<file path="src/logic/stfc_map.svh">
// Register indices, field positions, reset values and timing counts of the fan controller.
`ifndef STFC_MAP_SVH
`define STFC_MAP_SVH

`define STFC_IDX_FAN0_OUT       8'h03
`define STFC_IDX_FAN0_TARGET    8'h06
`define STFC_IDX_FAN0_TOL       8'h07
`define STFC_IDX_FAN0_STOP      8'h09
`define STFC_IDX_FAN0_STOP_TIME 8'h0d
`define STFC_IDX_STEP_DOWN      8'h0e
`define STFC_IDX_STEP_UP        8'h0f
`define STFC_IDX_KEEP_MIN       8'h12
`define STFC_IDX_SENSOR_SEL0    8'h49
`define STFC_IDX_SENSOR_SEL1    8'h4a
`define STFC_IDX_FAN1_OUT       8'h61
`define STFC_IDX_FAN1_TOL       8'h62
`define STFC_IDX_FAN1_TARGET    8'h63
`define STFC_IDX_FAN1_STOP      8'h64
`define STFC_IDX_FAN1_STOP_TIME 8'h66
`define STFC_IDX_FAN0_MAX       8'h67
`define STFC_IDX_FAN0_STEP      8'h68
`define STFC_IDX_FAN1_MAX       8'h69
`define STFC_IDX_FAN1_STEP      8'h6a
`define STFC_IDX_CONTROL        8'h70
`define STFC_IDX_STATUS         8'h71
`define STFC_IDX_FAN0_CUR_TGT   8'h72
`define STFC_IDX_FAN1_CUR_TGT   8'h73

`define STFC_TOL0_HI      7
`define STFC_TOL0_LO      4
`define STFC_TOL1_HI      3
`define STFC_TOL1_LO      0
`define STFC_SEL0_HI      2
`define STFC_SEL0_LO      0
`define STFC_SEL1_HI      7
`define STFC_SEL1_LO      5
`define STFC_KEEP0_BIT    4
`define STFC_KEEP1_BIT    6
`define STFC_CTRL_EN0_BIT 0
`define STFC_CTRL_EN1_BIT 1

`define STFC_RST_OUTPUT   8'hff
`define STFC_RST_MAX      8'hff
`define STFC_RST_ZERO     8'h00
`define STFC_RST_STEP     8'h01
`define STFC_RST_INTERVAL 8'h01

`define STFC_CLOCK_HZ     25000000
`define STFC_TICK_MS      100
`define STFC_TICK_CYCLES  (`STFC_CLOCK_HZ / 1000 * `STFC_TICK_MS)

`define STFC_RESP_OKAY    2'b00
`define STFC_RESP_SLVERR  2'b10

`endif

</file>
<file path="src/logic/stfc_pkg.sv">
// Types shared by the fan controller modules.
package stfc_pkg;
	typedef enum logic [1:0] {
		STFC_IDLE = 2'b00,
		STFC_RUN  = 2'b01,
		STFC_HOLD = 2'b11,
		STFC_ZERO = 2'b10
	} stfc_state_type;
	typedef enum logic [2:0] {
		STFC_SEL_SYSTEM    = 3'h0,
		STFC_SEL_PROCESSOR = 3'h1,
		STFC_SEL_AUXILIARY = 3'h2
	} stfc_sensor_type;
	typedef logic [7:0] stfc_byte_type;
endpackage : stfc_pkg

</file>
<file path="src/logic/stfc_top.sv">
// Two-channel temperature-driven fan output controller with an AXI4-Lite register slave.
//
// Function
// - Each channel loads target, tolerance, limits and step from its own registers.
// - Channel zero selects sensor by index 49h bits 2:0, one by 4Ah bits 7:5.
// - Inside target plus or minus tolerance the fan output value is held; a channel at zero restarts at its stop value.
// - Above target plus tolerance: output rises one step, target moves up by tolerance.
// - The step amount comes from the dedicated output step registers 68h and 6Ah.
// - Upward stepping stops at the channel maximum output value.
// - Below target minus tolerance: output falls one step, target moves down by tolerance.
// - Downward stepping stops at the channel stop value.
// - Staying cold, output decays to zero, or stays at stop value when enabled.
// - At the stop value the output is held for the programmed stop time.
// - Fan output value is an eight-bit duty, value over 255 of full scale.
//
// The AXI4-Lite slave port is this design's own decision.
`timescale 1ns/1ps
`default_nettype none
`include "stfc_map.svh"
module stfc_top #(
	parameter int unsigned TICK_CYCLES = `STFC_TICK_CYCLES
) (
	// Clock and reset
	input  wire logic        clock,
	input  wire logic        rst_n,
	// AXI4-Lite write address channel
	input  wire logic [9:0]  s_axi_awaddr,
	input  wire logic        s_axi_awvalid,
	output logic             s_axi_awready,
	// AXI4-Lite write data channel
	input  wire logic [31:0] s_axi_wdata,
	input  wire logic [3:0]  s_axi_wstrb,
	input  wire logic        s_axi_wvalid,
	output logic             s_axi_wready,
	// AXI4-Lite write response channel
	output logic [1:0]       s_axi_bresp,
	output logic             s_axi_bvalid,
	input  wire logic        s_axi_bready,
	// AXI4-Lite read address channel
	input  wire logic [9:0]  s_axi_araddr,
	input  wire logic        s_axi_arvalid,
	output logic             s_axi_arready,
	// AXI4-Lite read data channel
	output logic [31:0]      s_axi_rdata,
	output logic [1:0]       s_axi_rresp,
	output logic             s_axi_rvalid,
	input  wire logic        s_axi_rready,
	// Temperature readings, whole degrees
	input  wire stfc_pkg::stfc_byte_type system_temperature_input,
	input  wire stfc_pkg::stfc_byte_type processor_temperature_input,
	input  wire stfc_pkg::stfc_byte_type auxiliary_temperature_input,
	// Fan duty values to the fan drivers
	output logic [7:0]       fan_output_zero,
	output logic [7:0]       fan_output_one
);
	import stfc_pkg::*;

	// Settings registers.
	stfc_byte_type fan0_target_temperature_q;
	stfc_byte_type fan0_tolerance_q;
	stfc_byte_type fan0_stop_value_q;
	stfc_byte_type fan0_stop_time_q;
	stfc_byte_type step_down_interval_q;
	stfc_byte_type step_up_interval_q;
	stfc_byte_type keep_minimum_enables_q;
	stfc_byte_type sensor_select0_q;
	stfc_byte_type sensor_select1_q;
	stfc_byte_type fan1_tolerance_q;
	stfc_byte_type fan1_target_temperature_q;
	stfc_byte_type fan1_stop_value_q;
	stfc_byte_type fan1_stop_time_q;
	stfc_byte_type fan0_max_output_q;
	stfc_byte_type fan0_output_step_q;
	stfc_byte_type fan1_max_output_q;
	stfc_byte_type fan1_output_step_q;
	logic [1:0]    control_q;

	// Bus slave state.
	logic          aw_have_q;
	logic [7:0]    aw_idx_q;
	logic          w_have_q;
	logic [7:0]    w_data_q;
	logic          w_lane0_q;
	logic          bvalid_q;
	logic [1:0]    bresp_q;
	logic          rvalid_q;
	logic [31:0]   rdata_q;
	logic [1:0]    rresp_q;
	logic          wr_fire;
	logic          wr_en;
	logic          wr_mapped;
	logic          rd_mapped;
	logic [7:0]    rd_idx;
	stfc_byte_type rd_byte;

	// Loop state.
	logic [31:0]   tick_cnt_q;
	logic          tick_q;
	stfc_byte_type temp0;
	stfc_byte_type temp1;
	stfc_byte_type fan0_value;
	stfc_byte_type fan1_value;
	stfc_byte_type fan0_cur_target;
	stfc_byte_type fan1_cur_target;
	logic          fan0_at_stop;
	logic          fan1_at_stop;
	logic          load0;
	logic          load1;

	// Write channel: address and data are taken in either order, one write at a time.
	assign s_axi_awready = !aw_have_q && !bvalid_q;
	assign s_axi_wready  = !w_have_q && !bvalid_q;
	assign wr_fire       = aw_have_q && w_have_q && !bvalid_q;
	assign wr_en         = wr_fire && w_lane0_q;
	assign s_axi_bvalid  = bvalid_q;
	assign s_axi_bresp   = bresp_q;

	always_ff @(posedge clock) begin
		if (!rst_n) begin
			aw_have_q <= 1'b0;
			aw_idx_q  <= 8'h00;
		end else if (s_axi_awvalid && s_axi_awready) begin
			aw_have_q <= 1'b1;
			aw_idx_q  <= s_axi_awaddr[9:2];
		end else if (wr_fire) begin
			aw_have_q <= 1'b0;
		end
	end

	always_ff @(posedge clock) begin
		if (!rst_n) begin
			w_have_q  <= 1'b0;
			w_data_q  <= 8'h00;
			w_lane0_q <= 1'b0;
		end else if (s_axi_wvalid && s_axi_wready) begin
			w_have_q  <= 1'b1;
			w_data_q  <= s_axi_wdata[7:0];
			w_lane0_q <= s_axi_wstrb[0];
		end else if (wr_fire) begin
			w_have_q <= 1'b0;
		end
	end

	always_ff @(posedge clock) begin
		if (!rst_n) begin
			bvalid_q <= 1'b0;
			bresp_q  <= `STFC_RESP_OKAY;
		end else if (wr_fire) begin
			bvalid_q <= 1'b1;
			bresp_q  <= wr_mapped ? `STFC_RESP_OKAY : `STFC_RESP_SLVERR;
		end else if (s_axi_bready) begin
			bvalid_q <= 1'b0;
		end
	end

	// Read-only indices accept a write with OKAY and ignore it.
	always_comb begin
		case (aw_idx_q)
			`STFC_IDX_FAN0_OUT, `STFC_IDX_FAN0_TARGET, `STFC_IDX_FAN0_TOL,
			`STFC_IDX_FAN0_STOP, `STFC_IDX_FAN0_STOP_TIME, `STFC_IDX_STEP_DOWN,
			`STFC_IDX_STEP_UP, `STFC_IDX_KEEP_MIN, `STFC_IDX_SENSOR_SEL0,
			`STFC_IDX_SENSOR_SEL1, `STFC_IDX_FAN1_OUT, `STFC_IDX_FAN1_TOL,
			`STFC_IDX_FAN1_TARGET, `STFC_IDX_FAN1_STOP, `STFC_IDX_FAN1_STOP_TIME,
			`STFC_IDX_FAN0_MAX, `STFC_IDX_FAN0_STEP, `STFC_IDX_FAN1_MAX,
			`STFC_IDX_FAN1_STEP, `STFC_IDX_CONTROL, `STFC_IDX_STATUS,
			`STFC_IDX_FAN0_CUR_TGT, `STFC_IDX_FAN1_CUR_TGT: wr_mapped = 1'b1;
			default: wr_mapped = 1'b0;
		endcase
	end

	// Settings registers take byte lane 0 of a write.
	always_ff @(posedge clock) begin
		if (!rst_n) begin
			fan0_target_temperature_q <= `STFC_RST_ZERO;
			fan0_tolerance_q          <= `STFC_RST_ZERO;
			fan0_stop_value_q         <= `STFC_RST_ZERO;
			fan0_stop_time_q          <= `STFC_RST_ZERO;
			step_down_interval_q      <= `STFC_RST_INTERVAL;
			step_up_interval_q        <= `STFC_RST_INTERVAL;
			keep_minimum_enables_q    <= `STFC_RST_ZERO;
			sensor_select0_q          <= `STFC_RST_ZERO;
			sensor_select1_q          <= `STFC_RST_ZERO;
			fan1_tolerance_q          <= `STFC_RST_ZERO;
			fan1_target_temperature_q <= `STFC_RST_ZERO;
			fan1_stop_value_q         <= `STFC_RST_ZERO;
			fan1_stop_time_q          <= `STFC_RST_ZERO;
			fan0_max_output_q         <= `STFC_RST_MAX;
			fan0_output_step_q        <= `STFC_RST_STEP;
			fan1_max_output_q         <= `STFC_RST_MAX;
			fan1_output_step_q        <= `STFC_RST_STEP;
			control_q                 <= 2'h0;
		end else if (wr_en) begin
			case (aw_idx_q)
				`STFC_IDX_FAN0_TARGET:    fan0_target_temperature_q <= w_data_q;
				`STFC_IDX_FAN0_TOL:       fan0_tolerance_q          <= w_data_q;
				`STFC_IDX_FAN0_STOP:      fan0_stop_value_q         <= w_data_q;
				`STFC_IDX_FAN0_STOP_TIME: fan0_stop_time_q          <= w_data_q;
				`STFC_IDX_STEP_DOWN:      step_down_interval_q      <= w_data_q;
				`STFC_IDX_STEP_UP:        step_up_interval_q        <= w_data_q;
				`STFC_IDX_KEEP_MIN:       keep_minimum_enables_q    <= w_data_q;
				`STFC_IDX_SENSOR_SEL0:    sensor_select0_q          <= w_data_q;
				`STFC_IDX_SENSOR_SEL1:    sensor_select1_q          <= w_data_q;
				`STFC_IDX_FAN1_TOL:       fan1_tolerance_q          <= w_data_q;
				`STFC_IDX_FAN1_TARGET:    fan1_target_temperature_q <= w_data_q;
				`STFC_IDX_FAN1_STOP:      fan1_stop_value_q         <= w_data_q;
				`STFC_IDX_FAN1_STOP_TIME: fan1_stop_time_q          <= w_data_q;
				`STFC_IDX_FAN0_MAX:       fan0_max_output_q         <= w_data_q;
				`STFC_IDX_FAN0_STEP:      fan0_output_step_q        <= w_data_q;
				`STFC_IDX_FAN1_MAX:       fan1_max_output_q         <= w_data_q;
				`STFC_IDX_FAN1_STEP:      fan1_output_step_q        <= w_data_q;
				`STFC_IDX_CONTROL:        control_q                 <= w_data_q[1:0];
				default: ;
			endcase
		end
	end

	// Output value registers live in the channels; a write overrides the loop for that cycle.
	assign load0 = wr_en && aw_idx_q == `STFC_IDX_FAN0_OUT;
	assign load1 = wr_en && aw_idx_q == `STFC_IDX_FAN1_OUT;

	// Read channel: data are registered, so the answer comes one edge after the address.
	assign s_axi_arready = !rvalid_q;
	assign s_axi_rvalid  = rvalid_q;
	assign s_axi_rdata   = rdata_q;
	assign s_axi_rresp   = rresp_q;
	assign rd_idx        = s_axi_araddr[9:2];

	always_comb begin
		rd_mapped = 1'b1;
		case (rd_idx)
			`STFC_IDX_FAN0_OUT:       rd_byte = fan0_value;
			`STFC_IDX_FAN0_TARGET:    rd_byte = fan0_target_temperature_q;
			`STFC_IDX_FAN0_TOL:       rd_byte = fan0_tolerance_q;
			`STFC_IDX_FAN0_STOP:      rd_byte = fan0_stop_value_q;
			`STFC_IDX_FAN0_STOP_TIME: rd_byte = fan0_stop_time_q;
			`STFC_IDX_STEP_DOWN:      rd_byte = step_down_interval_q;
			`STFC_IDX_STEP_UP:        rd_byte = step_up_interval_q;
			`STFC_IDX_KEEP_MIN:       rd_byte = keep_minimum_enables_q;
			`STFC_IDX_SENSOR_SEL0:    rd_byte = sensor_select0_q;
			`STFC_IDX_SENSOR_SEL1:    rd_byte = sensor_select1_q;
			`STFC_IDX_FAN1_OUT:       rd_byte = fan1_value;
			`STFC_IDX_FAN1_TOL:       rd_byte = fan1_tolerance_q;
			`STFC_IDX_FAN1_TARGET:    rd_byte = fan1_target_temperature_q;
			`STFC_IDX_FAN1_STOP:      rd_byte = fan1_stop_value_q;
			`STFC_IDX_FAN1_STOP_TIME: rd_byte = fan1_stop_time_q;
			`STFC_IDX_FAN0_MAX:       rd_byte = fan0_max_output_q;
			`STFC_IDX_FAN0_STEP:      rd_byte = fan0_output_step_q;
			`STFC_IDX_FAN1_MAX:       rd_byte = fan1_max_output_q;
			`STFC_IDX_FAN1_STEP:      rd_byte = fan1_output_step_q;
			`STFC_IDX_CONTROL:        rd_byte = {6'h00, control_q};
			`STFC_IDX_STATUS:         rd_byte = {6'h00, fan1_at_stop, fan0_at_stop};
			`STFC_IDX_FAN0_CUR_TGT:   rd_byte = fan0_cur_target;
			`STFC_IDX_FAN1_CUR_TGT:   rd_byte = fan1_cur_target;
			default: begin
				rd_byte   = 8'h00;
				rd_mapped = 1'b0;
			end
		endcase
	end

	always_ff @(posedge clock) begin
		if (!rst_n) begin
			rvalid_q <= 1'b0;
			rdata_q  <= 32'h0000_0000;
			rresp_q  <= `STFC_RESP_OKAY;
		end else if (s_axi_arvalid && s_axi_arready) begin
			rvalid_q <= 1'b1;
			rdata_q  <= {24'h00_0000, rd_byte};
			rresp_q  <= rd_mapped ? `STFC_RESP_OKAY : `STFC_RESP_SLVERR;
		end else if (s_axi_rready) begin
			rvalid_q <= 1'b0;
		end
	end

	// Interval tick shared by pacing and stop time.
	always_ff @(posedge clock) begin
		if (!rst_n || tick_cnt_q >= TICK_CYCLES - 32'd1) begin
			tick_cnt_q <= 32'h0000_0000;
		end else begin
			tick_cnt_q <= tick_cnt_q + 32'h0000_0001;
		end
	end

	always_ff @(posedge clock) begin
		if (!rst_n) tick_q <= 1'b0;
		else tick_q <= tick_cnt_q >= TICK_CYCLES - 32'd1;
	end

	// Sensor choice; codes outside the three sensors fall back to the system reading.
	function automatic stfc_byte_type pick_temp(input logic [2:0] sel);
		case (sel)
			STFC_SEL_PROCESSOR: pick_temp = processor_temperature_input;
			STFC_SEL_AUXILIARY: pick_temp = auxiliary_temperature_input;
			default:            pick_temp = system_temperature_input;
		endcase
	endfunction : pick_temp

	// A process, so a new reading is seen even while the sensor select stays put.
	always_comb begin
		temp0 = pick_temp(sensor_select0_q[`STFC_SEL0_HI:`STFC_SEL0_LO]);
		temp1 = pick_temp(sensor_select1_q[`STFC_SEL1_HI:`STFC_SEL1_LO]);
	end

	// Only two channels run the loop; in band each holds its value, or restarts at stop value from zero.
	stfc_channel u_channel0 (
		.clock         (clock),
		.rst_n         (rst_n),
		.enable        (control_q[`STFC_CTRL_EN0_BIT]),
		.tick          (tick_q),
		.keep_min      (keep_minimum_enables_q[`STFC_KEEP0_BIT]),
		.temperature   (temp0),
		.target        (fan0_target_temperature_q),
		.tolerance     (fan0_tolerance_q[`STFC_TOL0_HI:`STFC_TOL0_LO]),
		.step          (fan0_output_step_q),
		.max_out       (fan0_max_output_q),
		.stop_value    (fan0_stop_value_q),
		.stop_time     (fan0_stop_time_q),
		.up_interval   (step_up_interval_q),
		.down_interval (step_down_interval_q),
		.load          (load0),
		.load_value    (w_data_q),
		.out_value     (fan0_value),
		.cur_target    (fan0_cur_target),
		.at_stop       (fan0_at_stop)
	);

	stfc_channel u_channel1 (
		.clock         (clock),
		.rst_n         (rst_n),
		.enable        (control_q[`STFC_CTRL_EN1_BIT]),
		.tick          (tick_q),
		.keep_min      (keep_minimum_enables_q[`STFC_KEEP1_BIT]),
		.temperature   (temp1),
		.target        (fan1_target_temperature_q),
		.tolerance     (fan1_tolerance_q[`STFC_TOL1_HI:`STFC_TOL1_LO]),
		.step          (fan1_output_step_q),
		.max_out       (fan1_max_output_q),
		.stop_value    (fan1_stop_value_q),
		.stop_time     (fan1_stop_time_q),
		.up_interval   (step_up_interval_q),
		.down_interval (step_down_interval_q),
		.load          (load1),
		.load_value    (w_data_q),
		.out_value     (fan1_value),
		.cur_target    (fan1_cur_target),
		.at_stop       (fan1_at_stop)
	);

	assign fan_output_zero = fan0_value;
	assign fan_output_one  = fan1_value;
endmodule : stfc_top
`default_nettype wire

</file>
<file path="src/logic/stfc_channel.sv">
// One closed-loop fan channel: band check, paced stepping, clamps and stop hold.
`timescale 1ns/1ps
`default_nettype none
`include "stfc_map.svh"
module stfc_channel (
	// Clock and reset
	input  wire logic              clock,
	input  wire logic              rst_n,
	// Control and pacing
	input  wire logic              enable,
	input  wire logic              tick,
	input  wire logic              keep_min,
	// Settings
	input  wire stfc_pkg::stfc_byte_type temperature,
	input  wire stfc_pkg::stfc_byte_type target,
	input  wire logic [3:0]        tolerance,
	input  wire stfc_pkg::stfc_byte_type step,
	input  wire stfc_pkg::stfc_byte_type max_out,
	input  wire stfc_pkg::stfc_byte_type stop_value,
	input  wire stfc_pkg::stfc_byte_type stop_time,
	input  wire stfc_pkg::stfc_byte_type up_interval,
	input  wire stfc_pkg::stfc_byte_type down_interval,
	// Software write of the output value
	input  wire logic              load,
	input  wire stfc_pkg::stfc_byte_type load_value,
	// State
	output logic [7:0]             out_value,
	output logic [7:0]             cur_target,
	output logic                   at_stop
);
	import stfc_pkg::*;
	stfc_state_type state_q;
	logic [7:0] out_q, tgt_q, pace_q, hold_q;
	logic [8:0] high_end, up_sum;
	logic       hot, cold, step_up, step_down;

	assign high_end  = {1'b0, tgt_q} + {5'h00, tolerance};
	assign hot       = {1'b0, temperature} > high_end;
	assign cold      = ({1'b0, temperature} + {5'h00, tolerance}) < {1'b0, tgt_q};
	assign up_sum    = {1'b0, out_q} + {1'b0, step};
	// Pacing counts whole ticks, so a change may land up to one tick late after a write.
	assign step_up   = !load && enable && state_q == STFC_RUN && hot && tick
		&& pace_q >= up_interval && out_q < max_out;
	assign step_down = !load && enable && state_q == STFC_RUN && !hot && cold && tick
		&& pace_q >= down_interval;

	always_ff @(posedge clock) begin
		if (!rst_n) begin
			state_q <= STFC_IDLE;
			out_q   <= `STFC_RST_OUTPUT;
			tgt_q   <= `STFC_RST_ZERO;
		end else if (load) begin
			out_q <= load_value;
		end else begin
			case (state_q)
				STFC_IDLE: if (enable) begin
					state_q <= STFC_RUN;
					tgt_q   <= target;
				end
				STFC_RUN: if (!enable) begin
					state_q <= STFC_IDLE;
				end else if (step_up) begin
					out_q <= (up_sum > {1'b0, max_out}) ? max_out : up_sum[7:0];
					tgt_q <= high_end[8] ? 8'hff : high_end[7:0];
				end else if (step_down && out_q > stop_value) begin
					out_q <= ({1'b0, out_q} < {1'b0, stop_value} + {1'b0, step}) ?
						stop_value : out_q - step;
					tgt_q <= tgt_q - {4'h0, tolerance};
				end else if (step_down) begin
					state_q <= STFC_HOLD;
				end
				STFC_HOLD: if (!enable) begin
					state_q <= STFC_IDLE;
				end else if (!cold) begin
					state_q <= STFC_RUN;
				end else if (tick && hold_q >= stop_time) begin
					state_q <= keep_min ? STFC_RUN : STFC_ZERO;
					if (!keep_min) out_q <= `STFC_RST_ZERO;
				end
				STFC_ZERO: if (!enable) begin
					state_q <= STFC_IDLE;
				end else if (!cold) begin
					state_q <= STFC_RUN;
					out_q   <= stop_value;
				end
				default: state_q <= STFC_IDLE;
			endcase
		end
	end

	always_ff @(posedge clock) begin
		if (!rst_n || step_up || step_down) pace_q <= `STFC_RST_ZERO;
		else if (tick && pace_q != 8'hff) pace_q <= pace_q + 8'h01;
	end

	always_ff @(posedge clock) begin
		if (!rst_n || state_q != STFC_HOLD) hold_q <= `STFC_RST_ZERO;
		else if (tick && hold_q != 8'hff) hold_q <= hold_q + 8'h01;
	end

	assign out_value  = out_q;
	assign cur_target = tgt_q;
	assign at_stop    = state_q == STFC_HOLD;
endmodule : stfc_channel
`default_nettype wire

</file>
<file path="config.mk">
export PLATFORM = sky130hd
export DESIGN_NAME = stfc_top
export DESIGN_NICKNAME = d
export VERILOG_FILES = /design/src/logic/stfc_pkg.sv /design/src/logic/stfc_top.sv /design/src/logic/stfc_channel.sv
export VERILOG_INCLUDE_DIRS = /design/src /design/src/logic
export SDC_FILE = /design/constraint.sdc
export NUM_CORES = 1
export LEC_CHECK = 0
export BUFFER_PORTS_ARGS = -buffer_cell sky130_fd_sc_hd__buf_2
export CAP_MARGIN = 10
export CORE_AREA = 2 2 137 272
export DETAILED_ROUTE_END_ITERATION = 10
export DIE_AREA = 0 0 139 274
export PLACE_DENSITY_LB_ADDON = 0.15
export SYNTH_ARGS = -nofsm -noshare
export SYNTH_HDL_FRONTEND = slang
export SYNTH_HIERARCHICAL = 1
export SYNTH_SLANG_ARGS = --single-unit
</file>
<file path="constraint.sdc">
create_clock -name clock -period 5.9 [get_ports clock]
set_input_delay 0.59 -clock clock [delete_from_list [all_inputs] [get_ports clock]]
set_output_delay 0.59 -clock clock [all_outputs]
set_load 0.05 [all_outputs]
</file>
==> out/results.txt, run 1 <==
fillers = 3330
Avg Inst Size Synth = 8.09 um2
Rel. slew slack = 0.155
CP startpoint kind = flip-flop
MaxCap Viol Count = 0
worst-case vdd ir drop = 0.000228 V
RePlAce Congestion = 1.01
largest net degree at the start of global routing = 87
CTS tree = done
crit path DAT = 5.73 ns
post-synthesis cell type count = 109
Synth area leaders = dfxtp_1, ha_1, mux2i_1, nor2_1, a21oi_1
die area = 38100 um2
residual DRC count = 0
CP Class = reg -> reg
die width = 139 um
fin worst setup slack = 0.609 ns
Storage cell area = 5410 um2
DR WL/cell = 21.9 um
clock sink count = 270
setup bufs post-CTS = 0
Post-synth EDFFs = 0
crit path capture type = flip-flop
nets@finish = 2948
initial drt markers = 1903
hold crit path type = in -> reg
vias in the first global route = 18858
post-detail-place hpwl = 50700 um
Die Y-Extent = 274 um
status = finished clean
FP Rows = 99
setup violators final = 0
Worst-Margin Slew = 1.27 ns
Vias per Instance = 6.39
Pre-Repair DR Iteration Count = 6
Synth area leader = dfxtp_1
Clock H-tree levels = 1
worst endpoint required time = 6.34 ns
Seq cells post-synth = 270
effective utilization at floorplan = 0.587
Num CTS Buffers = 26
cts repair resizes = 0
PortBufs = 86
Clock Tree Buf Depth = 3
WL final = 67800 um
Post-synth ARST share = 0
synth cell count leaders = nor2_1, dfxtp_1, ha_1
Top FF cell, synth = dfxtp_1
crit path time final = 5.29 ns
crit-path max FO = 19
Final ANT Viol Nets = 0
top-count cell post-synth = nor2_1
Multi-input gate area = 14500 um2
Finished Layout Cells = 3098
grt ovf = 0
diodes inserted = 0
proportion of layout cells with a drive suffix above 1 = 0.0877
Final period util = 0.897
Total GRT Usage = 0.342
synth warn = 6
Slew Viols, Final = 0
Top reg by flops = tick_cnt_q
RSZ-0062 raised after global routing = no
clk_skew = 0.0258 ns
CTS Hold Bufs = 0
core footprint = 36200 um2
max reg flops = 32
dpl ws = 0.720 ns
post-synthesis cell count = 2623
Clk pin slew, worst setup/hold paths = 0.07 ns
global-route wire length before repair = 104000 um
initial antenna violation count = 0
Area Overhead vs Synth = 6.67%
Vias = 19793
Yosys top cell area share = 0.255
total chip power = 4.56 mW
Fin Setup TNS = 0 ns
Min Hold Slack = 0.277 ns
placed cell count = 3054
Fmax = 0.189 GHz
Ports = 144
Lkg Pwr = 9.45 nW
CTS root buffer = clkbuf_16
P per Cell Area = 201 nW/um2
post-synthesis sequential area ratio = 0.255
total count of hold-check failures in the final report = 0
post-synth design cell area = 21200 um2
Skew-Pair Late Insertion Delay = 0.57 ns
## cells by family (layout without fill, tap and decap cells)
family          Yosys count  after routing  share of synthesized area
compound gates          605            605                      0.196
flops                   270            270                      0.255
mux                     174            174                     0.0842
fa+ha+maj               233            233                      0.142
other cells               1             36                   0.000177
buf+inv                 343            329                     0.0691
xor+xnor                104            104                     0.0429
simple gates            893            893                      0.212
## where the power goes
group          internal [mW]  switching [mW]  total [mW]  leakage (nW)
clock                   1.10           0.753        1.85         0.459
sequential              1.85          0.0721        1.92          2.18
combinational          0.276           0.514       0.790          6.81
## critical path, stage by stage, from the launching register on
cell	delay [ns]
dfxtp_1	0.70
nor2_1	0.12
a21oi_1	0.17
o22ai_1	0.09
a21oi_1	0.24
ha_1	0.21
inv_1	0.05
fa_1	0.39
nor2b_1	0.13
o21ai_0	0.09
nand2b_1	0.15
nand3_1	0.11
xnor2_1	0.16
ha_1	0.32
a21oi_1	0.13
o21ai_0	0.09
o21bai_1	0.17
a221oi_2	0.55
mux2i_1	0.26
nand3_1	0.33
o21a_4	0.40
o311ai_1	0.31
## routing by layer
| layer | vias to the layer above | part of all wire | global-route usage |
|---|---|---|---|
| li1 | 9412 | - | - |
| met4 | 0 | 0.080 | 0.238 |
| met3 | 266 | 0.069 | 0.0367 |
| met2 | 904 | 0.46 | 0.567 |
| met1 | 9211 | 0.39 | 0.414 |
| met5 | - | 0 | 0 |
## area by class of cell
class                      count  share of cell area
timing repair buffer         106              0.0256
clock buffer                  33              0.0326
sequential                   270               0.239
clock inverter                11             0.00812
tap                          454              0.0251
multi-input combinational   2045               0.640
inverter                     179              0.0298
## path summary, 6_finish.rpt
| path | startpoint | to | slack (ns) | cells past startpoint |
|---|---|---|---|---|
| setup / recovery | sensor_select0_q[2]$_SDFFE_PN0P_ | u_channel0/out_value[1]$_SDFFE_PN1P_ | 0.61 | 21 |
| hold / removal | s_axi_wdata[0] | w_data_q[0]$_SDFFE_PN0P_ | 0.28 | 3 |
| setup reg to reg | sensor_select0_q[2]$_SDFFE_PN0P_ | u_channel0/out_value[1]$_SDFFE_PN1P_ | 0.61 | 21 |
| hold reg to reg | w_data_q[1]$_SDFFE_PN0P_ | w_data_q[1]$_SDFFE_PN0P_ | 0.46 | 2 |
## per-stage QoR
stage	area (um2)	util
finish	22600	0.626
global route	22600	0.626
CTS	22600	0.626
detailed placement	21700	0.601
global placement	21700	0.601
floorplan	21400	-
## layout by cell type (no fill, tap or decap), drive strengths merged, types with 24 or more instances in the layout
cell type  synthesis  final
nand2b            32     32
xor2              38     38
nor4              30     30
o22ai             24     24
nor2b             42     42
buf               73    106
a211oi            31     31
nor2             304    304
nand2            191    191
a21oi            174    174
clkbuf            91     33
nand3             81     81
mux2              27     27
and3              26     26
o21ai             90     90
nor3              42     42
inv              177    178
dfxtp            270    270
ha               221    221
o211ai            30     30
xnor2             66     66
nand4             36     36
a31oi             29     29
mux2i            146    146
conb               1     36
Note: power is estimated with default switching activity, not from simulation.
==> run 2: changes to the inputs <==
--- a/config.mk
+++ b/config.mk
@@ -6,7 +6,7 @@
 export SDC_FILE = /design/constraint.sdc
 export NUM_CORES = 1
 export LEC_CHECK = 0
-export BUFFER_PORTS_ARGS = -buffer_cell sky130_fd_sc_hd__buf_2
+export BUFFER_PORTS_ARGS = -buffer_cell sky130_fd_sc_hd__buf_4
 export CAP_MARGIN = 10
 export CORE_AREA = 2 2 137 272
 export DETAILED_ROUTE_END_ITERATION = 10
==> out/results.txt, run 2 (synthesized netlist as in run 1, its figures left out) <==
Area Overhead vs Synth = 7.52%
setup violators final = 0
met2 usage = 0.577
initial drt markers = 1971
commonest non-fill, non-tap cell in the layout = nor2_1
WL final = 68100 um
fillers = 3283
cts repair resizes = 0
gr busiest metal = met2
met1 usage in global routing = 0.419
RePlAce Congestion = 1.01
FP Rows = 99
crit path DAT = 5.77 ns
vias in the first global route = 18839
CP startpoint kind = flip-flop
clk_skew = 0.0172 ns
DR WL/cell = 22.0 um
worst-case vdd ir drop = 0.000245 V
met3 usage = 0.0375
Final period util = 0.908
Slew Viols, Final = 0
Die Y-Extent = 274 um
Lkg Pwr = 9.52 nW
CTS Hold Bufs = 0
Total GRT Usage = 0.346
Clock Tree Buf Depth = 3
Multi-input gate area = 14500 um2
worst endpoint required time = 6.32 ns
crit path capture type = flip-flop
Rel. slew slack = 0.140
Fmax = 0.187 GHz
Num CTS Buffers = 26
Skew-Pair Late Insertion Delay = 0.57 ns
CP Class = reg -> reg
Vias = 19933
die area = 38100 um2
Worst-Margin Slew = 1.29 ns
Vias per Instance = 6.43
Final ANT Viol Nets = 0
max incr delay on CP = 0.91 ns
Ports = 144
CP delay by family, top = compound AO/OA/AOI/OAI gates
Pre-Repair DR Iteration Count = 6
core footprint = 36200 um2
proportion of layout cells with a drive suffix above 1 = 0.0884
Crit path buffers/inverters = 2
max reg flops = 32
largest net degree at the start of global routing = 87
critical-path cell list = nor2_1 -> a21oi_1 -> o22ai_1 -> a21oi_1 -> ha_1 -> inv_1 -> fa_1 -> nand2b_1 -> a21oi_1 -> nand3_1 -> xnor2_1 -> ha_1 -> a221o_1 -> a31o_2 -> or4b_4 -> a311oi_2 -> buf_4 -> or2_2 -> o221ai_1
RSZ-0062 raised after global routing = no
CP max stage cell = dfxtp_1
post-detail-place hpwl = 50900 um
PortBufs = 86
Clk pin slew, worst setup/hold paths = 0.07 ns
nets@finish = 2948
Top reg by flops = tick_cnt_q
die width = 139 um
total chip power = 4.50 mW
Fin Setup TNS = 0 ns
CTS root buffer = clkbuf_16
residual DRC count = 0
most frequent cell on the critical path = a21oi_1
total count of hold-check failures in the final report = 0
crit-path max FO = 28
Storage cell area = 5410 um2
global-route wire length before repair = 105000 um
Clock H-tree levels = 1
initial antenna violation count = 0
commonest cells after routing, fill and taps aside = nor2_1, dfxtp_1, ha_1, nand2_1
effective utilization at floorplan = 0.587
crit path time final = 5.36 ns
status = finished clean
clock sink count = 270
setup bufs post-CTS = 0
MaxCap Viol Count = 0
P per Cell Area = 197 nW/um2
diodes inserted = 0
hold crit path type = in -> reg
grt ovf = 0
CTS tree = done
run 2: cell types whose count changed in the layout (fill, tap and decap cells not counted), sizes merged:
cell	change
clkbuf	+3
clkinv	+3
bufinv	-3
run 2: final timing paths:
| path | start | end | slack (ns) | cells after the start |
|---|---|---|---|---|
| setup / recovery | sensor_select1_q[6]$_SDFFE_PN0P_ | u_channel1/out_value[1]$_SDFFE_PN1P_ | 0.54 | 19 |
| hold / removal | s_axi_wdata[3] | w_data_q[3]$_SDFFE_PN0P_ | 0.27 | 3 |
| setup reg to reg | sensor_select1_q[6]$_SDFFE_PN0P_ | u_channel1/out_value[1]$_SDFFE_PN1P_ | 0.54 | 19 |
| hold reg to reg | w_data_q[1]$_SDFFE_PN0P_ | w_data_q[1]$_SDFFE_PN0P_ | 0.46 | 2 |
run 2: where the power goes:
| group | switching [mW] | leakage [nW] | internal [mW] | total, mW |
|---|---|---|---|---|
| clock | 0.764 | 0.445 | 1.00 | 1.77 |
| sequential | 0.0665 | 2.18 | 1.85 | 1.92 |
| combinational | 0.521 | 6.89 | 0.295 | 0.816 |
| total | 1.35 | 9.52 | 3.15 | 4.50 |
run 2: through the flow:
stage / instances / setup WS, ns / instance area (um2) / hold WS (ns) / util
5_1_grt: 3101 / 0.192 / 22800 / 0.275 / 0.631
3_5_place_dp: 3054 / 0.635 / 21900 / 0.448 / 0.607
2_1_floorplan: 2658 / 1.27 / 21400 / 0.429 / -
3_3_place_gp: 3054 / 0.701 / 21900 / 0.442 / 0.607
6_report: 3101 / 0.545 / 22800 / 0.275 / 0.631
4_1_cts: 3101 / 0.594 / 22800 / 0.261 / 0.631
run 2: metal layers:
layer,vias to the layer above,wire [um]
met1,9324,26600
met2,923,31500
li1,9427,-
met5,-,0
met4,0,5390
met3,259,4600
run 2: final cells by class:
cell class / instances / share of cell area
inverters: 179 / 0.0295
multi-input cells: 2045 / 0.635
clock inverters: 11 / 0.00521
well taps: 454 / 0.0249
clock buffers: 36 / 0.0337
repair buffers: 106 / 0.0349
flip-flops and latches: 270 / 0.237
run 2: worst reg2reg max path, cell delays in order, from the launching register on:
cell	delay, ns
dfxtp_1	0.91
nor2_1	0.12
a21oi_1	0.15
o22ai_1	0.09
a21oi_1	0.31
ha_1	0.24
inv_1	0.06
fa_1	0.40
nand2b_1	0.18
a21oi_1	0.29
nand3_1	0.15
xnor2_1	0.17
ha_1	0.20
a221o_1	0.31
a31o_2	0.28
or4b_4	0.56
a311oi_2	0.29
buf_4	0.22
or2_2	0.18
o221ai_1	0.12
==> run 3: changes to the inputs <==
--- a/config.mk
+++ b/config.mk
@@ -8,9 +8,9 @@
 export LEC_CHECK = 0
 export BUFFER_PORTS_ARGS = -buffer_cell sky130_fd_sc_hd__buf_4
 export CAP_MARGIN = 10
-export CORE_AREA = 2 2 137 272
+export CORE_AREA = 2 2 192 194
 export DETAILED_ROUTE_END_ITERATION = 10
-export DIE_AREA = 0 0 139 274
+export DIE_AREA = 0 0 194 196
 export PLACE_DENSITY_LB_ADDON = 0.15
 export SYNTH_ARGS = -nofsm -noshare
 export SYNTH_HDL_FRONTEND = slang
==> out/results.txt, run 3 (synthesized netlist as in run 1, its figures left out) <==
status = finished clean
Vias per Instance = 6.49
Ports = 144
most frequent cell on the critical path = a21oi_1
Final ANT Viol Nets = 0
residual DRC count = 0
max incr delay on CP = 0.73 ns
Fmax = 0.189 GHz
max reg flops = 32
DP Area = 22000 um2
grt ovf = 0
clock sink count = 270
critical-path cell list = nor2_1 -> a21oi_1 -> o22ai_1 -> a21oi_1 -> ha_1 -> inv_1 -> fa_1 -> nor2b_1 -> o21ai_0 -> nand2b_1 -> nand3_1 -> xnor2_1 -> ha_1 -> a21oi_1 -> o21ai_0 -> o21bai_1 -> a221oi_2 -> nand4_1 -> o211a_2 -> nor2_1 -> a311oi_1
CTS tree = done
R2R depth = 21
setup violators final = 0
CP Class = reg -> reg
dpl ws = 0.730 ns
global-route wire length before repair = 108000 um
CP startpoint kind = flip-flop
Slew Viols, Final = 0
Finished Layout Cells = 3124
Top reg by flops = tick_cnt_q
CTS root buffer = clkbuf_16
core footprint = 36100 um2
die area = 38000 um2
DR WL/cell = 22.5 um
die width = 194 um
vias in the first global route = 18988
proportion of layout cells with a drive suffix above 1 = 0.0919
setup bufs post-CTS = 0
Total GRT Usage = 0.357
Clock H-tree levels = 1
hold crit path type = in -> reg
CP max stage cell = dfxtp_1
crit-path max FO = 19
commonest cells after routing, fill and taps aside = nor2_1, dfxtp_1, ha_1, nand2_1
CTS Hold Bufs = 0
placed cell count = 3068
Min Hold Slack = 0.274 ns
Clock Tree Buf Depth = 3
design area = 23100 um2
Rel. slew slack = 0.108
RePlAce Congestion = 0.991
Vias = 20262
Final Util = 0.640
Die Y-Extent = 196 um
initial drt markers = 2214
Worst-Margin Slew = 1.34 ns
Num CTS Buffers = 30
largest net degree at the start of global routing = 96
crit path time final = 5.30 ns
P per Cell Area = 212 nW/um2
cts repair resizes = 0
crit path DAT = 5.73 ns
fillers = 3193
Final period util = 0.899
commonest non-fill, non-tap cell in the layout = nor2_1
total chip power = 4.90 mW
Fin Setup TNS = 0 ns
worst-case vdd ir drop = 0.000233 V
clk_skew = 0.0228 ns
MaxCap Viol Count = 0
initial antenna violation count = 0
Pre-Repair DR Iteration Count = 5
crit path capture type = flip-flop
diodes inserted = 0
Lkg Pwr = 9.62 nW
nets@finish = 2952
PortBufs = 86
total count of hold-check failures in the final report = 0
RSZ-0062 raised after global routing = no
effective utilization at floorplan = 0.588
post-detail-place hpwl = 52100 um
Skew-Pair Late Insertion Delay = 0.57 ns
Clk pin slew, worst setup/hold paths = 0.07 ns
WL final = 70200 um
fin worst setup slack = 0.595 ns
hold path cells = 3
worst endpoint required time = 6.33 ns
Area Overhead vs Synth = 8.82%
FP Rows = 70
-- run 3: changes by cell type in the layout (fill, tap and decap cells not counted) --
cell,before,now
bufinv_16,2,8
clkbuf_1,3,2
clkbuf_16,27,31
clkbuf_8,6,3
clkinv_2,6,5
clkinvlp_4,0,4
inv_6,0,1
inv_8,1,0
-- run 3: report_power, final --
group / leakage [nW] / internal, mW / switching, mW
combinational: 6.89 / 0.294 / 0.537
sequential: 2.18 / 1.85 / 0.0627
clock: 0.552 / 1.35 / 0.807
total: 9.62 / 3.49 / 1.41
-- run 3: final timing paths --
kind	startpoint	to	slack, ns
worst max-delay path	sensor_select0_q[2]$_SDFFE_PN0P_	u_channel0/cur_target[6]$_SDFFE_PN0P_	0.60
worst min-delay path	s_axi_awaddr[7]	aw_idx_q[5]$_SDFFE_PN0P_	0.27
worst max register to register	sensor_select0_q[2]$_SDFFE_PN0P_	u_channel0/cur_target[6]$_SDFFE_PN0P_	0.60
worst min register to register	fan0_tolerance_q[0]$_SDFFE_PN0P_	fan0_tolerance_q[0]$_SDFFE_PN0P_	0.47
-- run 3: metal layers --
metal | vias up | global-route usage | wire length [um]
met2 | 1047 | 0.582 | 31600
met5 | - | 0 | 0
li1 | 9440 | - | -
met3 | 201 | 0.0547 | 6560
met4 | 0 | 0.139 | 2970
met1 | 9574 | 0.475 | 29000
-- run 3: layout make-up --
type,count,area (um2),share of cell area
clock inverter,20,322,0.0139
tap,468,586,0.0253
multi-input combinational,2045,14500,0.627
inverter,179,674,0.0292
clock buffer,36,825,0.0357
timing repair buffer,106,796,0.0344
sequential,270,5410,0.234
-- run 3: critical path, delay by kind of cell, from the launching register on --
| kind | cells | cell delay [ns] |
|---|---|---|
| AO/OA/AOI/OAI | 10 | 2.10 |
| XOR/XNOR | 1 | 0.16 |
| flip-flops | 1 | 0.73 |
| buffers and inverters | 1 | 0.06 |
| AND/OR/NAND/NOR | 6 | 1.14 |
| adder cells (fa/ha/maj) | 3 | 0.96 |
